===== src/rtl/clock_fail_monitor_consts.svh =====
// Constants for the dual start-up and fail-safe clock supervisor.
// Operation
// - Dual start when its enable bit or the monitor enable bit set.
// - Start on internal clock, then primary.
// - Power-managed entry ignores the dual start enable.
// - Source changes and Sleep accepted during start.
// - Active flag shows primary clock is running.
// - Monitor enable keeps the RC oscillator running.
// - Sample clock is RC oscillator divided by 64.
// - Latch set on clock fall, cleared on sample.
// - Sample fall with latch set means failure.
// - Failure sets flag, switches to internal clock.
// - Failure clears the watchdog and its postscaler.
// - Only primary or secondary sources are monitored.
// - Fail-safe ends on reset or power-managed entry.
// - After reset, internal until primary ready; the code clears both enable bits at reset, so it starts on primary.
// - Primary never ready: stay internal, flag clear.
// - Power-managed entry selects programmed source, monitors it.
// - Failure with interrupt enabled: run internal, wake.
// - Failure with interrupt disabled: stay in mode.
// - Non-crystal modes are monitored immediately.
// - Crystal modes unmonitored until timers expire.
// - No failure interrupt if primary never starts.
// - New mode while waiting disables primary clock.
`ifndef CLK_SUP_CONSTS_SVH
`define CLK_SUP_CONSTS_SVH
`define OFS_OSC_CTL 4'h0
`define OFS_IRQ_FLAGS2 4'h4
`define OFS_CONFIG 4'h8
`define OFS_RESET_CAUSE 4'hc
`define OFS_WDT_SW 4'h2
`define OFS_WDT_SW_HI 4'h1
`define BIT_ACTIVE_FLAG 3
`define BIT_OSC_FAIL 7
`define BIT_DUAL_EN 0
`define BIT_MON_EN 1
`define BIT_IRQ_EN 5
`define BIT_SWDT_EN 0
`define RST_OSC_CTL 8'h00
`define RST_CONFIG 8'h00
`define RST_RESET_CAUSE 8'h1c
`define SAMPLE_DIV 64
`define SAMPLE_CNT_W 6
`endif


===== src/rtl/clock_fail_monitor_pkg.sv =====
// Types shared by the clock supervisor.
package clk_sup_pkg;
  // Supervisor states.
  typedef enum logic [1:0] {
    ST_START = 2'b00,
    ST_RUN = 2'b01,
    ST_FAILSAFE = 2'b10,
    ST_SLEEP = 2'b11
  } sup_state_e;
  // Clock multiplexer selection.
  typedef enum logic [1:0] {
    SRC_PRIMARY = 2'b00,
    SRC_SECONDARY = 2'b01,
    SRC_INTERNAL = 2'b10
  } clk_src_e;
  // Primary oscillator mode.
  typedef enum logic [2:0] {
    MODE_XTAL_LOW = 3'b000,
    MODE_XTAL_MED = 3'b001,
    MODE_XTAL_FAST = 3'b010,
    MODE_XTAL_PLL = 3'b011,
    MODE_EXT_CLK = 3'b100,
    MODE_RC = 3'b101,
    MODE_INT_RC = 3'b110
  } pri_mode_e;
  // Oscillator control register layout.
  typedef struct packed {
    logic rsv7;
    logic [2:0] internal_freq_select;
    logic primary_clock_active_flag;
    logic rsv2;
    logic [1:0] clock_source_select;
  } osc_ctl_s;
  // Configuration register layout.
  typedef struct packed {
    logic [1:0] rsv;
    logic fail_irq_enable;
    pri_mode_e pri_mode;
    logic clock_monitor_enable;
    logic startup_dual_clock_enable;
  } config_s;
  // Power-managed event strobes.
  typedef struct packed {
    logic pm_enter;
    logic sleep_enter;
    logic wake;
  } pm_evt_s;
endpackage : clk_sup_pkg


===== src/rtl/dual_start_fail_safe_clock.sv =====
// Dual start-up and fail-safe clock supervisor with Avalon-MM registers.
`timescale 1ns/1ps
`include "clock_fail_monitor_consts.svh"
module dual_start_fail_safe_clock (
  // Clock and reset.
  input wire logic CLOCK,
  input wire logic NRST,
  // Avalon-MM register slave.
  input wire logic [3:0] AVS_ADDRESS,
  input wire logic AVS_READ,
  input wire logic AVS_WRITE,
  input wire logic [31:0] AVS_WRITEDATA,
  output logic [31:0] AVS_READDATA,
  output logic AVS_WAITREQUEST,
  // Oscillator pins and timer indications.
  input wire logic IRC_OSC,
  input wire logic DEV_CLK,
  input wire logic STARTUP_DONE,
  input wire logic PLL_LOCK,
  // Power-managed mode events from the core.
  input wire clk_sup_pkg::pm_evt_s PM_EVT,
  // Clock control outputs.
  output clk_sup_pkg::clk_src_e CLK_SEL,
  output logic PRIMARY_EN,
  output logic IRC_RUN,
  output logic FAIL_SAFE,
  output logic OSC_FAIL,
  output logic PM_WAKE,
  output logic WDT_CLEAR,
  output logic SOFT_WDT_EN
);
  import clk_sup_pkg::*;

  // Synchroniser chains for pins; stage 1 is only read by stage 2.
  logic [2:0] irc_sync_q, irc_sync_d;
  logic [2:0] dev_sync_q, dev_sync_d;
  logic [1:0] tmr_sync_q, tmr_sync_d;
  logic [1:0] pll_sync_q, pll_sync_d;

  // Next values of the synchroniser chains.
  always_comb begin
    irc_sync_d = {irc_sync_q[1:0], IRC_OSC};
    dev_sync_d = {dev_sync_q[1:0], DEV_CLK};
    tmr_sync_d = {tmr_sync_q[0], STARTUP_DONE};
    pll_sync_d = {pll_sync_q[0], PLL_LOCK};
  end

  // Register the synchroniser chains.
  always_ff @(posedge CLOCK or negedge NRST) begin
    if (!NRST) begin
      irc_sync_q <= 3'h0;
      dev_sync_q <= 3'h0; // Idle low, so reset gives no false fall.
      tmr_sync_q <= 2'h0;
      pll_sync_q <= 2'h0;
    end else begin
      irc_sync_q <= irc_sync_d;
      dev_sync_q <= dev_sync_d;
      tmr_sync_q <= tmr_sync_d;
      pll_sync_q <= pll_sync_d;
    end
  end

  // Edges are taken from stages two and three only.
  logic irc_rise;
  logic dev_fall;
  assign irc_rise = irc_sync_q[1] & ~irc_sync_q[2];
  assign dev_fall = ~dev_sync_q[1] & dev_sync_q[2];

  // Registers held by the block.
  osc_ctl_s osc_ctl_q, osc_ctl_d; // Oscillator control.
  config_s cfg_q, cfg_d; // Configuration bits.
  logic fail_flag_q, fail_flag_d; // Oscillator fail flag.
  logic [7:0] rcause_q, rcause_d; // Reset cause control.
  logic swdt_q, swdt_d; // Software watchdog enable.
  logic ack_q, ack_d; // Bus answer cycle.
  logic [31:0] rdata_q, rdata_d; // Registered read data.

  // Monitor state.
  sup_state_e state_q, state_d; // Supervisor state.
  clk_src_e src_q, src_d; // Source used outside fail-safe.
  logic prim_en_q, prim_en_d; // Primary oscillator enable.
  logic [`SAMPLE_CNT_W-1:0] div_q, div_d; // Sample clock divider.
  logic latch_q, latch_d; // Monitor latch.
  logic wdt_clr_q, wdt_clr_d; // Watchdog clear pulse.
  logic wake_q, wake_d; // Wake pulse on failure.

  // Decoded strobes and events.
  logic wr_en, samp_rise, samp_fall, fail_evt, monitoring, crystal, ready;
  logic ifs_change;

  // A write lands at the edge where waitrequest is low.
  assign wr_en = AVS_WRITE & ack_q;
  assign ifs_change = wr_en && AVS_ADDRESS == `OFS_OSC_CTL &&
    AVS_WRITEDATA[6:4] != osc_ctl_q.internal_freq_select;
  // Sample clock is the divider MSB; rises at 31 to 32, falls at 63 to 0.
  assign samp_rise = irc_rise && div_q == 6'h1f;
  assign samp_fall = irc_rise && div_q == 6'h3f;
  assign crystal = cfg_q.pri_mode inside {MODE_XTAL_LOW, MODE_XTAL_MED,
    MODE_XTAL_FAST, MODE_XTAL_PLL};
  // Primary is ready on start-up timer expiry and, in PLL mode, lock.
  assign ready = tmr_sync_q[1] &&
    (cfg_q.pri_mode != MODE_XTAL_PLL || pll_sync_q[1]);
  // Only a running primary or secondary source is watched.
  assign monitoring = cfg_q.clock_monitor_enable && state_q == ST_RUN &&
    src_q != SRC_INTERNAL;
  assign fail_evt = monitoring && samp_fall && latch_q;

  // Divider and monitor latch next values.
  always_comb begin
    div_d = div_q;
    if (irc_rise) begin
      div_d = div_q + 6'h01;
    end
    latch_d = latch_q;
    if (samp_rise) begin
      latch_d = 1'b0;
    end
    if (dev_fall) begin
      latch_d = 1'b1;
    end
  end

  // Supervisor state machine next values.
  always_comb begin
    state_d = state_q;
    src_d = src_q;
    prim_en_d = prim_en_q;
    wdt_clr_d = ifs_change;
    wake_d = 1'b0;
    osc_ctl_d = osc_ctl_q;
    fail_flag_d = fail_flag_q;
    case (state_q)
      // Waiting for the primary after reset or wake.
      ST_START: begin
        if (PM_EVT.sleep_enter) begin
          state_d = ST_SLEEP;
          prim_en_d = 1'b0;
        end else if (PM_EVT.pm_enter) begin
          state_d = ST_RUN;
          prim_en_d = 1'b0;
          src_d = clk_src_e'(osc_ctl_q.clock_source_select[1] ?
            SRC_INTERNAL : {1'b0, osc_ctl_q.clock_source_select[0]});
        end else if (ready) begin
          state_d = ST_RUN;
          src_d = SRC_PRIMARY;
          osc_ctl_d.primary_clock_active_flag = 1'b1;
        end
      end
      // Running from the chosen source with monitoring.
      ST_RUN: begin
        if (fail_evt) begin
          state_d = ST_FAILSAFE;
          wdt_clr_d = 1'b1;
          wake_d = cfg_q.fail_irq_enable;
        end else if (PM_EVT.sleep_enter) begin
          state_d = ST_SLEEP;
        end else if (PM_EVT.pm_enter) begin
          src_d = clk_src_e'(osc_ctl_q.clock_source_select[1] ?
            SRC_INTERNAL : {1'b0, osc_ctl_q.clock_source_select[0]});
          prim_en_d = osc_ctl_q.clock_source_select == 2'b00;
        end
      end
      // Fail-safe: internal clock until a power-managed entry.
      ST_FAILSAFE: begin
        if (PM_EVT.sleep_enter) begin
          state_d = ST_SLEEP;
        end else if (PM_EVT.pm_enter) begin
          state_d = ST_RUN;
          src_d = clk_src_e'(osc_ctl_q.clock_source_select[1] ?
            SRC_INTERNAL : {1'b0, osc_ctl_q.clock_source_select[0]});
          prim_en_d = osc_ctl_q.clock_source_select == 2'b00;
        end
      end
      // Sleep: wait for a wake event.
      ST_SLEEP: begin
        if (PM_EVT.wake) begin
          prim_en_d = 1'b1;
          src_d = SRC_PRIMARY;
          osc_ctl_d.primary_clock_active_flag = ~crystal;
          state_d = crystal ? ST_START : ST_RUN;
        end
      end
      default: begin
        state_d = ST_START;
      end
    endcase
    wdt_clr_d = wdt_clr_d | (wr_en && AVS_ADDRESS == `OFS_WDT_SW_HI);
    // Software register writes.
    if (wr_en && AVS_ADDRESS == `OFS_OSC_CTL) begin
      osc_ctl_d.internal_freq_select = AVS_WRITEDATA[6:4];
      osc_ctl_d.clock_source_select = AVS_WRITEDATA[1:0];
    end
    // Writing zero clears the flag; a failure in that cycle wins.
    if (wr_en && AVS_ADDRESS == `OFS_IRQ_FLAGS2 &&
        !AVS_WRITEDATA[`BIT_OSC_FAIL]) begin
      fail_flag_d = 1'b0;
    end
    if (fail_evt) begin
      fail_flag_d = 1'b1;
    end
  end

  // Configuration, reset cause and bus answer next values.
  always_comb begin
    cfg_d = cfg_q;
    rcause_d = rcause_q;
    swdt_d = swdt_q;
    ack_d = (AVS_READ | AVS_WRITE) & ~ack_q;
    rdata_d = rdata_q;
    if (wr_en && AVS_ADDRESS == `OFS_CONFIG) begin
      cfg_d = config_s'({2'b00, AVS_WRITEDATA[5:0]});
    end
    if (wr_en && AVS_ADDRESS == `OFS_RESET_CAUSE) begin
      rcause_d = AVS_WRITEDATA[7:0];
    end
    if (wr_en && AVS_ADDRESS == `OFS_WDT_SW) begin
      swdt_d = AVS_WRITEDATA[`BIT_SWDT_EN];
    end
    // Read data is captured in the wait cycle; unmapped reads give zero.
    if (AVS_READ && !ack_q) begin
      case (AVS_ADDRESS)
        `OFS_OSC_CTL: rdata_d = {24'h0, osc_ctl_q};
        `OFS_IRQ_FLAGS2: rdata_d = {24'h0, fail_flag_q, 7'h00};
        `OFS_CONFIG: rdata_d = {24'h0, cfg_q};
        `OFS_RESET_CAUSE: rdata_d = {24'h0, rcause_q};
        `OFS_WDT_SW: rdata_d = {31'h0, swdt_q};
        default: rdata_d = 32'h0;
      endcase
    end
  end

  // Register all state.
  always_ff @(posedge CLOCK or negedge NRST) begin
    if (!NRST) begin
      state_q <= ST_START;
      src_q <= SRC_PRIMARY;
      prim_en_q <= 1'b1;
      div_q <= '0;
      latch_q <= 1'b0;
      wdt_clr_q <= 1'b0;
      wake_q <= 1'b0;
      osc_ctl_q <= osc_ctl_s'(`RST_OSC_CTL);
      cfg_q <= config_s'(`RST_CONFIG);
      fail_flag_q <= 1'b0;
      rcause_q <= `RST_RESET_CAUSE;
      swdt_q <= 1'b0;
      ack_q <= 1'b0;
      rdata_q <= 32'h0;
    end else begin
      state_q <= state_d;
      src_q <= src_d;
      prim_en_q <= prim_en_d;
      div_q <= div_d;
      latch_q <= latch_d;
      wdt_clr_q <= wdt_clr_d;
      wake_q <= wake_d;
      osc_ctl_q <= osc_ctl_d;
      cfg_q <= cfg_d;
      fail_flag_q <= fail_flag_d;
      rcause_q <= rcause_d;
      swdt_q <= swdt_d;
      ack_q <= ack_d;
      rdata_q <= rdata_d;
    end
  end

  // Clock selection: internal while starting with dual start or monitor.
  always_comb begin
    case (state_q)
      ST_START: CLK_SEL = (cfg_q.startup_dual_clock_enable |
        cfg_q.clock_monitor_enable) ? SRC_INTERNAL : SRC_PRIMARY;
      ST_FAILSAFE: CLK_SEL = SRC_INTERNAL;
      default: CLK_SEL = src_q;
    endcase
  end

  // Output drive.
  assign AVS_WAITREQUEST = (AVS_READ | AVS_WRITE) & ~ack_q;
  assign AVS_READDATA = rdata_q;
  assign PRIMARY_EN = prim_en_q;
  assign IRC_RUN = cfg_q.clock_monitor_enable | (state_q == ST_START);
  assign FAIL_SAFE = state_q == ST_FAILSAFE;
  assign OSC_FAIL = fail_flag_q;
  assign PM_WAKE = wake_q;
  assign WDT_CLEAR = wdt_clr_q;
  assign SOFT_WDT_EN = swdt_q;

  // A failure raises the flag and the watchdog clear next cycle.
  property p_fail_flag;
    @(posedge CLOCK) disable iff (!NRST)
    fail_evt |=> OSC_FAIL && WDT_CLEAR && FAIL_SAFE;
  endproperty
  a_fail_flag: assert property (p_fail_flag)
    else $error("failure did not flag, clear watchdog or enter fail-safe");

  // Fail-safe always drives the internal clock.
  property p_fs_internal;
    @(posedge CLOCK) disable iff (!NRST)
    FAIL_SAFE |-> CLK_SEL == SRC_INTERNAL;
  endproperty
  a_fs_internal: assert property (p_fs_internal)
    else $error("fail-safe not on internal clock");

  // The active flag is unchanged by a failure.
  property p_flag_kept;
    @(posedge CLOCK) disable iff (!NRST)
    fail_evt |=> $stable(osc_ctl_q.primary_clock_active_flag);
  endproperty
  a_flag_kept: assert property (p_flag_kept)
    else $error("control register changed on failure");

  // Fail-safe is left only through a power-managed entry.
  property p_fs_exit;
    @(posedge CLOCK) disable iff (!NRST)
    FAIL_SAFE && !PM_EVT.pm_enter && !PM_EVT.sleep_enter |=> FAIL_SAFE;
  endproperty
  a_fs_exit: assert property (p_fs_exit)
    else $error("fail-safe left without mode entry");

  // No failure is detected while the primary is starting.
  property p_no_start_fail;
    @(posedge CLOCK) disable iff (!NRST)
    state_q == ST_START |-> !fail_evt;
  endproperty
  a_no_start_fail: assert property (p_no_start_fail)
    else $error("failure detected during start-up");

  // Ready primary after start sets the active flag.
  property p_start_ready;
    @(posedge CLOCK) disable iff (!NRST)
    state_q == ST_START && ready && !PM_EVT.pm_enter && !PM_EVT.sleep_enter
      |=> state_q == ST_RUN && osc_ctl_q.primary_clock_active_flag;
  endproperty
  a_start_ready: assert property (p_start_ready)
    else $error("primary ready but no switch over");

  // Sample clock rises as the divider steps from 31 to 32.
  property p_sample_div;
    @(posedge CLOCK) disable iff (!NRST)
    samp_rise |-> div_q == 6'h1f ##1 (div_q == 6'h20) [*1];
  endproperty
  a_sample_div: assert property (p_sample_div)
    else $error("sample divider out of step");

  // Sample rise without a clock fall clears the latch.
  property p_latch_clear;
    @(posedge CLOCK) disable iff (!NRST)
    samp_rise && !dev_fall |=> !latch_q;
  endproperty
  a_latch_clear: assert property (p_latch_clear)
    else $error("monitor latch not cleared");

  // Mode entry while waiting drops the primary enable.
  property p_pm_disable;
    @(posedge CLOCK) disable iff (!NRST)
    state_q == ST_START && PM_EVT.pm_enter && !PM_EVT.sleep_enter
      |=> !PRIMARY_EN;
  endproperty
  a_pm_disable: assert property (p_pm_disable)
    else $error("primary still enabled after mode entry");

  // Monitor enable keeps the RC oscillator on.
  property p_irc_run;
    @(posedge CLOCK) disable iff (!NRST)
    cfg_q.clock_monitor_enable |-> IRC_RUN;
  endproperty
  a_irc_run: assert property (p_irc_run)
    else $error("RC oscillator stopped while monitoring");

  // A wake pulse only follows a failure with the interrupt enabled.
  property p_wake_src;
    @(posedge CLOCK) disable iff (!NRST)
    PM_WAKE |-> $past(fail_evt) && $past(cfg_q.fail_irq_enable);
  endproperty
  a_wake_src: assert property (p_wake_src)
    else $error("wake pulse without an enabled failure");
endmodule : dual_start_fail_safe_clock


===== config.mk =====
export PLATFORM = sky130hd
export DESIGN_NAME = dual_start_fail_safe_clock
export DESIGN_NICKNAME = d
export VERILOG_FILES = /design/src/rtl/clock_fail_monitor_pkg.sv /design/src/rtl/dual_start_fail_safe_clock.sv
export VERILOG_INCLUDE_DIRS = /design/src /design/src/rtl
export SDC_FILE = /design/constraint.sdc
export NUM_CORES = 1
export LEC_CHECK = 0
export BUFFER_PORTS_ARGS = -buffer_cell sky130_fd_sc_hd__buf_2
export CAP_MARGIN = 20
export CORE_MARGIN = 5
export CORE_UTILIZATION = 40
export CTS_BUF_LIST = sky130_fd_sc_hd__clkbuf_4 sky130_fd_sc_hd__clkbuf_8 sky130_fd_sc_hd__clkbuf_16
export DETAILED_ROUTE_END_ITERATION = 8
export GPL_TIMING_DRIVEN = 1
export PLACE_DENSITY = 0.73
export SKIP_CTS_REPAIR_TIMING = 1
export SYNTH_ARGS = -nofsm -noshare
export SYNTH_HDL_FRONTEND = slang
export SYNTH_SLANG_ARGS = --single-unit

===== constraint.sdc =====
create_clock -name CLOCK -period 1.9 [get_ports CLOCK]
set_input_delay 0.57 -clock CLOCK [delete_from_list [all_inputs] [get_ports CLOCK]]
set_output_delay 0.57 -clock CLOCK [all_outputs]
set_load 0.02 [all_outputs]

# --- Yosys cells after proc, flatten, opt, wreduce, memory -nomap -nowiden ---
# Index checks and enable logic that the tools add are counted.
word_totals:
  ff_bits: 79
  input_bits: 47
  output_inout_bits: 42
  word_cells: 135
op_classes:
  addsub: 1
  eq_ne: 26
  n_mux: 42
  bitwise_logic: 12
  reduce_logical: 31
ops:
  columns: ["cell", "count"]
  rows:
  - ["one-hot mux 8 bit (5 select lines)", 1]
  - ["two-way mux 2 bit", 17]
  - ["two-way mux 1 bit", 19]
  - ["logical AND 1 bit", 16]
  - ["one-hot mux 2 bit (4 select lines)", 2]
  - ["!= test 2 bit (second input constant)", 6]
  - ["!= test 3 bit (second input constant)", 4]
  - ["== test 4 bit (second input constant)", 2]
  - ["AND reduction 4 bit", 2]
  - ["adder 6 x 1 -> 6 bit (second input constant)", 1]
  - ["== test 3 x 2 -> 1 bit (second input constant)", 2]
  - ["== test 6 x 5 -> 1 bit (second input constant)", 1]
  - ["== test 6 bit (second input constant)", 1]
  - ["nonzero test 2 bit", 3]
  - ["AND reduction 5 bit", 1]
  - ["bitwise AND 1 bit", 4]
  - ["== test 2 bit (second input constant)", 2]
  - ["== test 4 x 1 -> 1 bit (second input constant)", 1]
  - ["== test 4 x 2 -> 1 bit (second input constant)", 1]
  - ["== test 4 x 3 -> 1 bit (second input constant)", 1]
  - ["logical NOT 2 bit", 2]
  - ["logical NOT 4 bit", 1]
  - ["!= test 4 bit (second input constant)", 1]
  - ["NOT 1 bit", 4]
  - ["other kinds (13)", 17]

# --- Logic depth before layout (Yosys ltp) ---
# Gate-level depths: netlist (run 1).
depth:
  ltp_word: 8
  mapped_depth: 7
  ltp_nobuf: 6

# --- Worst setup path after synthesis (run 1) ---
# OpenSTA, ideal clock, no wires.
synth_timing:
  path_kind: "register to register"
  startpoint: "register state_q[1]"
  endpoint: "register state_q[1]"
  setup_ps: 142
  arrival_time_ps: 1835
  required_time_ps: 1758
  path_slack_ps: -77
  path_stages_with_launch: 8
  n_path_buf: 1
  synth_period_minus_slack_ps: 1977
  path_cell_list: "dfrtp_1 > inv_1 > ha_1 > nand4_1 > or4_4 > buf_6 > a311oi_2 > o221ai_1"
synth_between:
  elab_chain_len: 7
  elab_cells_between_ends: 15
  cone_classes: "7 x eq/ne; 2 x mux; 6 x reduce/logical"
synth_rtl:
  columns: ["element", "line_no", "source"]
  rows:
  - ["start: declaration", "dual_start_fail_safe_clock.sv:79", "sup_state_e state_q, state_d;"]
  - ["start signal: assignment", "dual_start_fail_safe_clock.sv:250", "state_q <= state_d;"]
  - ["== test 2 x 1 -> 1 bit", "dual_start_fail_safe_clock.sv:104, dual_start_fail_safe_clock.sv:132", null]
  - ["logical AND 1 bit (2 in series)", "dual_start_fail_safe_clock.sv:104", "assign monitoring = cfg_q.clock_monitor_enable && state_q == ST_RUN &&"]
  - ["logical AND 1 bit (2 in series)", "dual_start_fail_safe_clock.sv:106", "assign fail_evt = monitoring && samp_fall && latch_q;"]
  - ["!= test 3 bit (no source line) or two-way mux 2 bit (tied branches)", null, null]
  - ["AND reduction 4 bit (no source line) or one-hot mux 2 bit (4 select lines) (tied branches)", null, null]
# Several ways; a longest one is shown, not always the timed one.
# A chain may end at the register's enable or synchronous reset.

# --- Worst setup path after layout (run 1) ---
layout_timing:
  startpoint: "register state_q[0]"
  endpoint: "output IRC_RUN"
layout_between:
  elab_chain_len: 2
layout_rtl:
  columns: ["element", "line_no", "source"]
  rows:
  - ["logical NOT 2 bit", "dual_start_fail_safe_clock.sv:281", "assign IRC_RUN = cfg_q.clock_monitor_enable | (state_q == ST_START);"]
  - ["OR 1 bit", "dual_start_fail_safe_clock.sv:281", null]
  - ["end: declaration", "dual_start_fail_safe_clock.sv:25", "output logic IRC_RUN,"]
# Every way passes these cells.

==> key figures, run 1 <==
Outcome
  – Status: complete, but fails checks
  – Failing checks: negative setup slack

Logic synthesis
  – Syn avg cell area: 11.4 um2
  – Largest cells by area after synthesis: dfrtp_1 (48%), mux2_2 (11%), buf_4 (6.7%)
  – Area leader, netlist: dfrtp_1
  – Post-synth EDFFs: 0
  – Share of the synthesized area in the top cell type: 47.5%
  – Post-synthesis sequential area ratio: 51.4%
  – Mapped Area: 2690 um2
  – Yosys cell types: 47
  – Mapped Cells: roughly 240
  – Synth warnings: 0
  – Ys async rst share: 100%
  – Seq cells post-synth: 55
  – Ys flop type: dfrtp_1

Worst setup path
  – Worst path top cell family by delay: flip-flops
  – Crit path DAT: around 1.5 ns
  – CP dominant cell by count: buf_6
  – Worst setup SP type: flop
  – CP startpoint: state_q[0]$_DFFE_PN0P_
  – Crit path kind: flop to output port
  – CP peak stage delay: a little over 0.4 ns
  – Worst EP required: 1.33 ns
  – CP Max Fanout: 4
  – CP Capture Point: IRC_RUN
  – R2R Setup Slk: -0.02 ns
  – FF-to-FF End: src_q[1]$_DFFE_PN0P_
  – Critical path depth: 5
  – CP bufs+invs: 3
  – RR Startpoint: state_q[1]$_DFFE_PN0P_
  – Crit-path slowest cell: dfrtp_1
  – Critical Path End Type: output port
  – Register-to-Register Path Depth: 7
  – CP Cell Sequence: inv_2 -> ha_4 -> buf_6 -> or2_4 -> buf_6

Die
  – I/O pin cnt: 89
  – Core Footprint: approximately 6500 um2
  – DIE AREA: 8450 um2
  – Starting density of the core: between 40 and 50%
  – Die W: 92.0 um
  – Row Count: 29
  – Die span in y: 92.0 um

Power
  – P per Cell Area: around 1200 nW/um2
  – P_sw: between 0.001 and 0.0015 W
  – Static Leak: 1.54 nW
  – Sequential Power Share: a little over two fifths
  – Power share of the clock group: ~17%
  – Worst VDD drop: slightly below 0.7 mV
  – Logic pwr share: 40.0%
  – Int Pwr: 0.00244 W
  – Sw frac: 34.4%

Routing
  – Via count: 1,845
  – Pre-antenna DRT Iters: 5
  – Via-to-Cell Ratio: approximately 5
  – # DRC: 0
  – Routed length per instance: 14.6 um
  – Routed wire length: approximately 5.4 mm
  – Initial DRC Count: 96
  – ANT nets after route: 0

STA
  – Period Utilization, post-route: 107%
  – Max Fclk: between 400 and 500 MHz
  – Setup TNS: -0.346 ns
  – PnR worst setup slack: -0.125 ns
  – Crit path time final: 2.02 ns
  – RSZ-0062 raised after global routing: yes
  – Max Clock Skew: approximately 0.011 ns
  – Hold Vio Cnt, Final: 0
  – Slew Limit Fails: 0
  – Setup-failing EPs final: 4

Layout
  – Area of the multi-input gates: between 1000 and 1500 um2
  – P&R area growth vs syn: 19.4%
  – Fill cell count: between 500 and 600
  – Commonest non-fill, non-tap cells in the layout: dfrtp_1 (51), buf_2 (37), mux2_2 (25), conb_1 (24), buf_4 (16)
  – Antenna cell count: 0
  – Nets@finish: 347
  – Area of all sequential standard cells: 1380 um2
  – Commonest non-fill, non-tap cell in the layout: dfrtp_1
  – Share of cells above drive strength 1: 38.9%

Run
  – Max Cap Viol: 0

Min path
  – Min-delay worst type: primary input to asynchronous set/reset pin

Global route
  – Global-route wire length before repair: between 9 and 10 mm
  – Initial antenna violation count: 0
  – Vias in the first global route: 1,886
  – Gr usage total: 13.0%
  – Largest net degree at the start of global routing: a little over 40
  – Total congestion overflow: 0

Placed design
  – Worst Setup Slack post-DPL: -0.0146 ns
  – PortBufs: 40
  – Post-DP HPWL: about 4.1 mm
  – Routability Congestion: roughly 0.83

Clock tree
  – CTS tree: yes
  – Cts bufs inserted: 5
  – Clock sinks: 55
  – Longest Clk Path Bufs: 2
  – Worst skew pair latency: 0.31 ns
  – Clock root buffer: clkbuf_8
  – Clock Pin Slew Worst Setup and Hold Paths: 0.10 ns
  – CTS H-tree depth: 2
sequential cells by signal (all words and copies together) (netlist names), 2 cells and up:
register      count
rcause_q          8
dev_sync_q        3
pll_sync_q        2
src_q             2
AVS_READDATA      8
div_q             6
state_q           2
cfg_q             6
osc_ctl_q         6
tmr_sync_q        2
irc_sync_q        3
through the flow:
step	instances	hold slack, ns	utilization (%)	total power (W)	instance area (um2)
after detailed placement	361	0.335	46.4	0.00283	3000
after floorplan	259	0.274	-	0.00245	2790
after CTS	369	0.170	47.9	0.00350	3090
after global routing	373	0.177	49.7	0.00398	3210
final	373	0.168	49.7	0.00372	3210
after global placement	361	0.334	46.4	0.00279	3000
area by class of cell:
type | count | share of cell area [%]
Inverter | 7 | 0.819
Timing Repair Buffer | 59 | 11.9
Sequential cell | 55 | 43.1
Clock inverter | 3 | 0.780
Multi-Input combinational cell | 167 | 38.3
Tap cell | 77 | 3.00
Clock buffer | 5 | 2.15
cell usage after synthesis (3+ instances only):
master	instances
a21oi_1	4
a22o_1	3
a22oi_1	5
buf_4	24
clkbuf_1	4
dfrtp_1	51
dfstp_2	4
ha_1	5
inv_1	7
mux2_2	26
mux2i_1	3
nand2_1	15
nand2b_1	4
nand3_1	10
nand4_1	3
nor2_1	14
nor2b_1	6
o21ai_0	9
or2_2	3
xnor2_1	4
xor2_1	4
kinds of logic after synthesis:
logic type	share of synthesized area, %
and+or+nand+nor	13.6
DFF	51.4
buffers and inverters	8.80
AOI/OAI and AO/OA	9.13
muxes	12.0
xor gates and xnor gates	2.61
adders and majority gates	2.33
other	0.140
worst min-delay path by stage:
stage	start	to	cells past startpoint
finish	NRST	state_q[1]$_DFFE_PN0P_	1
detailed placement	pll_sync_q[0]$_DFF_PN0_	pll_sync_q[1]$_DFF_PN0_	0
global placement	irc_sync_q[0]$_DFF_PN0_	irc_sync_q[1]$_DFF_PN0_	0
floorplan	NRST	AVS_READDATA[0]$_DFFE_PN0P_	0
CTS	NRST	latch_q$_DFFE_PN0P_	1
global route	NRST	latch_q$_DFFE_PN0P_	1
metal layers:
metal  track usage (%)  routed length [um]  vias to the layer above
met5                 0                   0                        -
met4              2.97                  50                        0
met3              2.70                 263                        7
met2              22.1                2710                       56
met1              17.2                2410                      888
li1                  -                   -                      894
power by group through the flow:
| stage | Clock (W) | Combinational (W) | Sequential [W] |
|---|---|---|---|
| after floorplan | 0 | 0.000832 | 0.00162 |
| after global placement | 0 | 0.00118 | 0.00161 |
| after detailed placement | 0 | 0.00122 | 0.00161 |
| after CTS | 0.000678 | 0.00123 | 0.00159 |
| after global routing | 0.000726 | 0.00163 | 0.00162 |
| final | 0.000640 | 0.00149 | 0.00159 |
worst register-to-register path, cell delays in order (launching register included):
cell and delay, ns:
dfrtp_1 0.40, inv_2 0.11, buf_6 0.11, ha_4 0.12, nand4_1 0.08, or4_4 0.54
nand3_4 0.12, mux2_2 0.33
No activity file was read; power rests on OpenSTA's default activity.
==> inputs of run 2 (changes only) <==
--- a/config.mk
+++ b/config.mk
@@ -10,7 +10,7 @@
 export CAP_MARGIN = 20
 export CORE_MARGIN = 5
 export CORE_UTILIZATION = 40
-export CTS_BUF_LIST = sky130_fd_sc_hd__clkbuf_4 sky130_fd_sc_hd__clkbuf_8 sky130_fd_sc_hd__clkbuf_16
+export CTS_BUF_LIST = sky130_fd_sc_hd__clkbuf_16
 export DETAILED_ROUTE_END_ITERATION = 8
 export GPL_TIMING_DRIVEN = 1
 export PLACE_DENSITY = 0.73
==> key figures, run 2 (synthesis results as in run 1) <==
Routing
  – ANT nets after route: 0 (unchanged)
  – Routed wire length: 5.44 mm (+0.17%)
  – # DRC: 0 (unchanged)
  – Via count: 1,856 (+0.60%)
  – Routed length per instance: 14.6 um (+0.17%)
  – Pre-antenna DRT Iters: 4 (-1)
  – Initial DRC Count: 70 (-27%)
  – Via-to-Cell Ratio: 4.98 (+0.60%)

Die
  – Die W: 92.0 um (unchanged)
  – Starting density of the core: 41.6% (unchanged)
  – I/O pin cnt: 89 (unchanged)
  – Core Footprint: 6460 um2 (unchanged)
  – DIE AREA: 8450 um2 (unchanged)
  – Die span in y: 92.0 um (unchanged)
  – Row Count: 29 (unchanged)

Clock tree
  – Clock Pin Slew Worst Setup and Hold Paths: 0.07 ns (-0.03 ns)
  – Cts bufs inserted: 5 (unchanged)
  – Clock root buffer: clkbuf_16
  – CTS H-tree depth: 2 (unchanged)
  – Worst skew pair latency: 0.29 ns (-0.02 ns)
  – CTS tree: yes
  – Clock sinks: 55 (unchanged)
  – Longest Clk Path Bufs: 2 (unchanged)

Worst setup path
  – Critical Path End Type: output port
  – CP Max Fanout: 3 (-1)
  – RR Startpoint: state_q[1]$_DFFE_PN0P_
  – Register-to-Register Path Depth: 7 (unchanged)
  – Worst EP required: 1.33 ns (about the same)
  – CP startpoint: state_q[0]$_DFFE_PN0P_
  – Worst setup SP type: flop
  – Crit path kind: flop to output port
  – CP Capture Point: CLK_SEL[1]
  – FF-to-FF End: src_q[1]$_DFFE_PN0P_
  – Crit path DAT: 1.45 ns (about the same)
  – R2R Setup Slk: 0.01 ns (+0.03 ns)

Layout
  – Fill cell count: 549 (-3.2%)
  – Commonest non-fill, non-tap cell in the layout: dfrtp_1
  – Nets@finish: 347 (unchanged)
  – Antenna cell count: 0 (unchanged)
  – P&R area growth vs syn: 21.5%
  – Non-filler cells in the finished layout: 373 (unchanged)
  – Commonest non-fill, non-tap cells in the layout: dfrtp_1 (51), buf_2 (37), mux2_2 (25), conb_1 (24), buf_4 (16)
  – Share of cells above drive strength 1: 38.9% (unchanged)

Power
  – P per Cell Area: 1220 nW/um2 (+5.1%)
  – Sequential Power Share: 40.1% (-2.7 points)
  – Int Pwr: 0.00267 W (+9.4%)
  – Sw frac: 32.9% (-1.5 points)
  – Static Leak: 1.56 nW (+1.7%)
  – P_sw: 0.00131 W (+2.3%)
  – Logic pwr share: 37.3% (-2.7 points)
  – Power share of the clock group: 22.6% (+5.4 points)
  – Worst VDD drop: 0.562 mV (-17%)

Placed design
  – Dpl cells: 361 (unchanged)
  – Post-DP HPWL: 4.13 mm (unchanged)
  – PortBufs: 40 (unchanged)
  – Routability Congestion: 0.831 (unchanged)

STA
  – PnR worst setup slack: -0.120 ns (+0.00446 ns)
  – RSZ-0062 raised after global routing: yes
  – Period Utilization, post-route: 106% (-0.23 points)
  – Slew Limit Fails: 0 (unchanged)
  – Setup TNS: -0.342 ns (+0.00388 ns)
  – Crit path time final: 2.02 ns (-0.00446 ns)
  – Max Clock Skew: 0.00529 ns (-0.00525 ns)
  – Setup-failing EPs final: 3 (-1)
  – Hold slack: 0.195 ns (+0.0274 ns)
  – Max Fclk: 495 MHz (+0.22%)
  – Hold Vio Cnt, Final: 0 (unchanged)

Global route
  – Global-route wire length before repair: 9.20 mm (+1.9%)
  – Met1 usage: 17.5% (+0.35 points)
  – Largest net degree at the start of global routing: 41 (unchanged)
  – Total congestion overflow: 0 (unchanged)
  – Gr usage total: 13.4% (+0.36 points)
  – GR Layer Usage met3: 3.27% (+0.57 points)
  – Busiest metal layer after global routing: met2
  – Met2 Use GR: 22.3% (+0.12 points)
  – Initial antenna violation count: 0 (unchanged)
  – Vias in the first global route: 1,914 (+1.5%)

Outcome
  – Status: complete, but fails checks
  – Failing checks: negative setup slack

Run
  – Max Cap Viol: 0 (unchanged)

Min path
  – Min-delay worst type: primary input to asynchronous set/reset pin
## run 2: power by group through the flow
stage	registers, W	clock network (W)	logic, W
5_1_grt	0.00163	0.000993	0.00162
3_3_place_gp	0.00161	0	0.00118
2_1_floorplan	0.00162	0	0.000832
4_1_cts	0.00160	0.000935	0.00123
3_5_place_dp	0.00161	0	0.00122
6_report	0.00159	0.000898	0.00148
## run 2: worst min path at each step
| stage | start | to | slack (ns) | depth (start not counted) |
|---|---|---|---|---|
| floorplan | NRST | AVS_READDATA[0]$_DFFE_PN0P_ | 0.27 | 0 |
| global placement | irc_sync_q[0]$_DFF_PN0_ | irc_sync_q[1]$_DFF_PN0_ | 0.33 | 0 |
| detailed placement | pll_sync_q[0]$_DFF_PN0_ | pll_sync_q[1]$_DFF_PN0_ | 0.33 | 0 |
| CTS | NRST | dev_sync_q[1]$_DFF_PN0_ | 0.20 | 1 |
| global route | NRST | latch_q$_DFFE_PN0P_ | 0.21 | 1 |
| finish | NRST | div_q[0]$_DFFE_PN0N_ | 0.20 | 1 |
## run 2: metal layers
metal | up-vias | share of wire, % | routed length [um]
met2 | 53 | 50 | 2700
li1 | 901 | - | -
met4 | 0 | 1.0 | 55
met1 | 898 | 45 | 2420
met5 | - | 0 | 0
met3 | 4 | 4.8 | 260
## run 2: stage by stage
stage | worst slack [ns] | utilization, % | cell area [um2] | total power [W]
4_1_cts | -0.340 | 48.7 | 3150 | 0.00376
6_report | -0.120 | 50.5 | 3260 | 0.00398
5_1_grt | -0.173 | 50.5 | 3260 | 0.00424
2_1_floorplan | -0.0162 | - | 2790 | 0.00245
3_5_place_dp | -0.0146 | 46.4 | 3000 | 0.00283
3_3_place_gp | 0.0226 | 46.4 | 3000 | 0.00279
## run 2: worst max-delay path, cell delays in order (launching register included)
cell and delay, ns:
dfrtp_1 0.41, inv_2 0.09, ha_4 0.18, nor2_2 0.08
a21oi_1 0.05, or2_4 0.23, buf_6 0.13
## run 2: final cells by class
cell class                      count  area [um2]  area share [%]
Sequential cell                    55        1380            42.3
Inverter                            7        26.3           0.805
Multi-Input combinational cell    167        1230            37.6
Timing Repair Buffer               59         382            11.7
Clock buffer                        5         125            3.83
Clock inverter                      3        25.0           0.767
Tap cell                           77        96.3            2.95
==> inputs of run 3 (changes only) <==
--- a/config.mk
+++ b/config.mk
@@ -8,7 +8,6 @@
 export LEC_CHECK = 0
 export BUFFER_PORTS_ARGS = -buffer_cell sky130_fd_sc_hd__buf_2
 export CAP_MARGIN = 20
-export CORE_MARGIN = 5
 export CORE_UTILIZATION = 40
 export CTS_BUF_LIST = sky130_fd_sc_hd__clkbuf_16
 export DETAILED_ROUTE_END_ITERATION = 8
==> key figures, run 3 (synthesis results as in run 1) <==
Layout
  – Share of cells above drive strength 1: 39.6% (+0.75 points)
  – Commonest non-fill, non-tap cells in the layout: dfrtp_1 (51), buf_2 (37), mux2_2 (26), conb_1 (24), buf_4 (19)
  – P&R area growth vs syn: 22.2%
  – Area of the multi-input gates: 1220 um2 (-0.41%)
  – Fin util: 51.1% (+0.58 points)
  – Commonest non-fill, non-tap cell in the layout: dfrtp_1
  – Antenna cell count: 0 (unchanged)
  – Area of all sequential standard cells: 1380 um2 (unchanged)
  – Fill cell count: 562 (+2.4%)
  – Nets@finish: 349 (+0.58%)

Run
  – Max Cap Viol: 0 (unchanged)

Power
  – Static Leak: 1.58 nW (+1.2%)
  – Int Pwr: 0.00279 W (+4.7%)
  – P_sw: 0.00127 W (-2.6%)
  – Worst VDD drop: 0.770 mV (+37%)
  – Sw frac: 31.3% (-1.6 points)
  – P per Cell Area: 1240 nW/um2 (+1.7%)
  – Logic pwr share: 36.1% (-1.2 points)
  – Power share of the clock group: 24.8% (+2.2 points)
  – Sequential Power Share: 39.2% (-0.9 points)

Routing
  – Routed wire length: 5.18 mm (-4.9%)
  – ANT nets after route: 0 (unchanged)
  – Initial DRC Count: 74 (+5.7%)
  – Via count: 1,865 (+0.48%)
  – Routed length per instance: 13.8 um (-5.4%)
  – Via-to-Cell Ratio: 4.97 (about the same)
  – # DRC: 16 (+16)
  – Pre-antenna DRT Iters: 7 (+3)

Worst setup path
  – Critical Path End Type: output port
  – Crit path kind: flop to output port
  – Worst setup SP type: flop
  – Crit path DAT: 1.42 ns (-0.03 ns)
  – CP Max Fanout: 3 (unchanged)
  – Worst EP required: 1.33 ns (about the same)

Clock tree
  – Cts bufs inserted: 5 (unchanged)
  – CTS tree: yes
  – Clock root buffer: clkbuf_16
  – CTS H-tree depth: 2 (unchanged)
  – Clock sinks: 55 (unchanged)
  – Longest Clk Path Bufs: 2 (unchanged)
  – Worst skew pair latency: 0.29 ns (about the same)
  – Clock Pin Slew Worst Setup and Hold Paths: 0.07 ns (about the same)

Global route
  – Global-route wire length before repair: 8.34 mm (-9.3%)
  – Total congestion overflow: 0 (unchanged)
  – Gr usage total: 15.0% (+1.6 points)
  – Initial antenna violation count: 0 (unchanged)
  – Vias in the first global route: 1,761 (-8.0%)
  – Largest net degree at the start of global routing: 56 (+37%)

Placed design
  – Routability Congestion: 0.798 (-4.0%)
  – PortBufs: 40 (unchanged)
  – Worst Setup Slack post-DPL: 0.00935 ns (+0.0240 ns)
  – Post-DP HPWL: 3.76 mm (-9.0%)

STA
  – Max Clock Skew: 0.00542 ns (+0.000122 ns)
  – Period Utilization, post-route: 105% (-1.4 points)
  – RSZ-0062 raised after global routing: yes
  – Hold Vio Cnt, Final: 0 (unchanged)
  – Max Fclk: 502 MHz (+1.4%)
  – PnR worst setup slack: -0.0933 ns (+0.0271 ns)
  – Setup-failing EPs final: 3 (unchanged)
  – Crit path time final: 1.99 ns (-0.0271 ns)
  – Slew Limit Fails: 0 (unchanged)

Die
  – I/O pin cnt: 89 (unchanged)
  – Core Footprint: 6420 um2 (-0.56%)
  – Die span in y: 84.0 um (-8.7%)
  – Starting density of the core: 41.8% (+0.23 points)
  – Die W: 84.0 um (-8.7%)
  – DIE AREA: 7050 um2 (-17%)
  – Row Count: 29 (unchanged)

Outcome
  – Status: complete, but fails checks
  – Failing checks: design-rule violations, negative setup slack

Min path
  – Min-delay worst type: primary input to asynchronous set/reset pin
## run 3: cell count changes in the layout (fill, tap and decap cells not counted), sizes merged
| cell | previous run | this run |
|---|---|---|
| inv | 7 | 9 |
| clkinv | 2 | 0 |
| clkinvlp | 1 | 0 |
| bufinv | 0 | 1 |
| buf | 59 | 61 |
## run 3: final cells by class
| class | instances | share of cell area (%) |
|---|---|---|
| sequential | 55 | 42.1 |
| multi-input combinational | 167 | 37.2 |
| timing repair buffer | 61 | 12.0 |
| clock buffer | 5 | 3.81 |
| tap | 77 | 2.94 |
| clock inverter | 3 | 1.14 |
| inverter | 7 | 0.801 |
## run 3: final timing paths
path,cells past startpoint,slack (ns),from,to
setup / recovery,6,-0.09,state_q[0]$_DFFE_PN0P_,CLK_SEL[1]
hold / removal,2,0.26,NRST,WDT_CLEAR$_DFF_PN0_
setup reg to reg,9,0.04,state_q[0]$_DFFE_PN0P_,src_q[1]$_DFFE_PN0P_
hold reg to reg,0,0.35,irc_sync_q[0]$_DFF_PN0_,irc_sync_q[1]$_DFF_PN0_
max in group asynchronous,2,1.34,NRST,rcause_q[2]$_DFFE_PN1P_
min in group CLOCK,0,0.35,irc_sync_q[0]$_DFF_PN0_,irc_sync_q[1]$_DFF_PN0_
## run 3: metal layers
| metal | up-vias | routed length [um] | GRT usage [%] |
|---|---|---|---|
| met2 | 43 | 2530 | 23.7 |
| met3 | 5 | 178 | 3.36 |
| met4 | 0 | 51 | 5.17 |
| li1 | 899 | - | - |
| met1 | 918 | 2420 | 20.3 |
| met5 | - | 0 | 0 |
## run 3: power groups by stage
stage	Clock [W]	Sequential, W	Combinational, W
2_1_floorplan	0	0.00162	0.000832
3_5_place_dp	0	0.00162	0.00120
3_3_place_gp	0	0.00161	0.00118
5_1_grt	0.00106	0.00163	0.00159
4_1_cts	0.00102	0.00160	0.00121
6_report	0.00101	0.00159	0.00147
## run 3: critical path, cell delays in order (launching register included)
cell     delay (ns)
dfrtp_1        0.39
inv_2          0.08
ha_4           0.18
nor2_2         0.09
a21oi_2        0.04
or2_4          0.23
buf_6          0.13
## run 3: stage by stage
stage	power (W)	setup TNS, ns	cells	instance area [um2]	hold WS (ns)
2_1_floorplan	0.00245	-0.0162	259	2790	0.274
3_3_place_gp	0.00279	0	361	3000	0.333
3_5_place_dp	0.00282	0	361	3000	0.339
4_1_cts	0.00383	-0.848	369	3160	0.278
5_1_grt	0.00428	-0.411	375	3280	0.282
6_report	0.00407	-0.232	375	3280	0.260
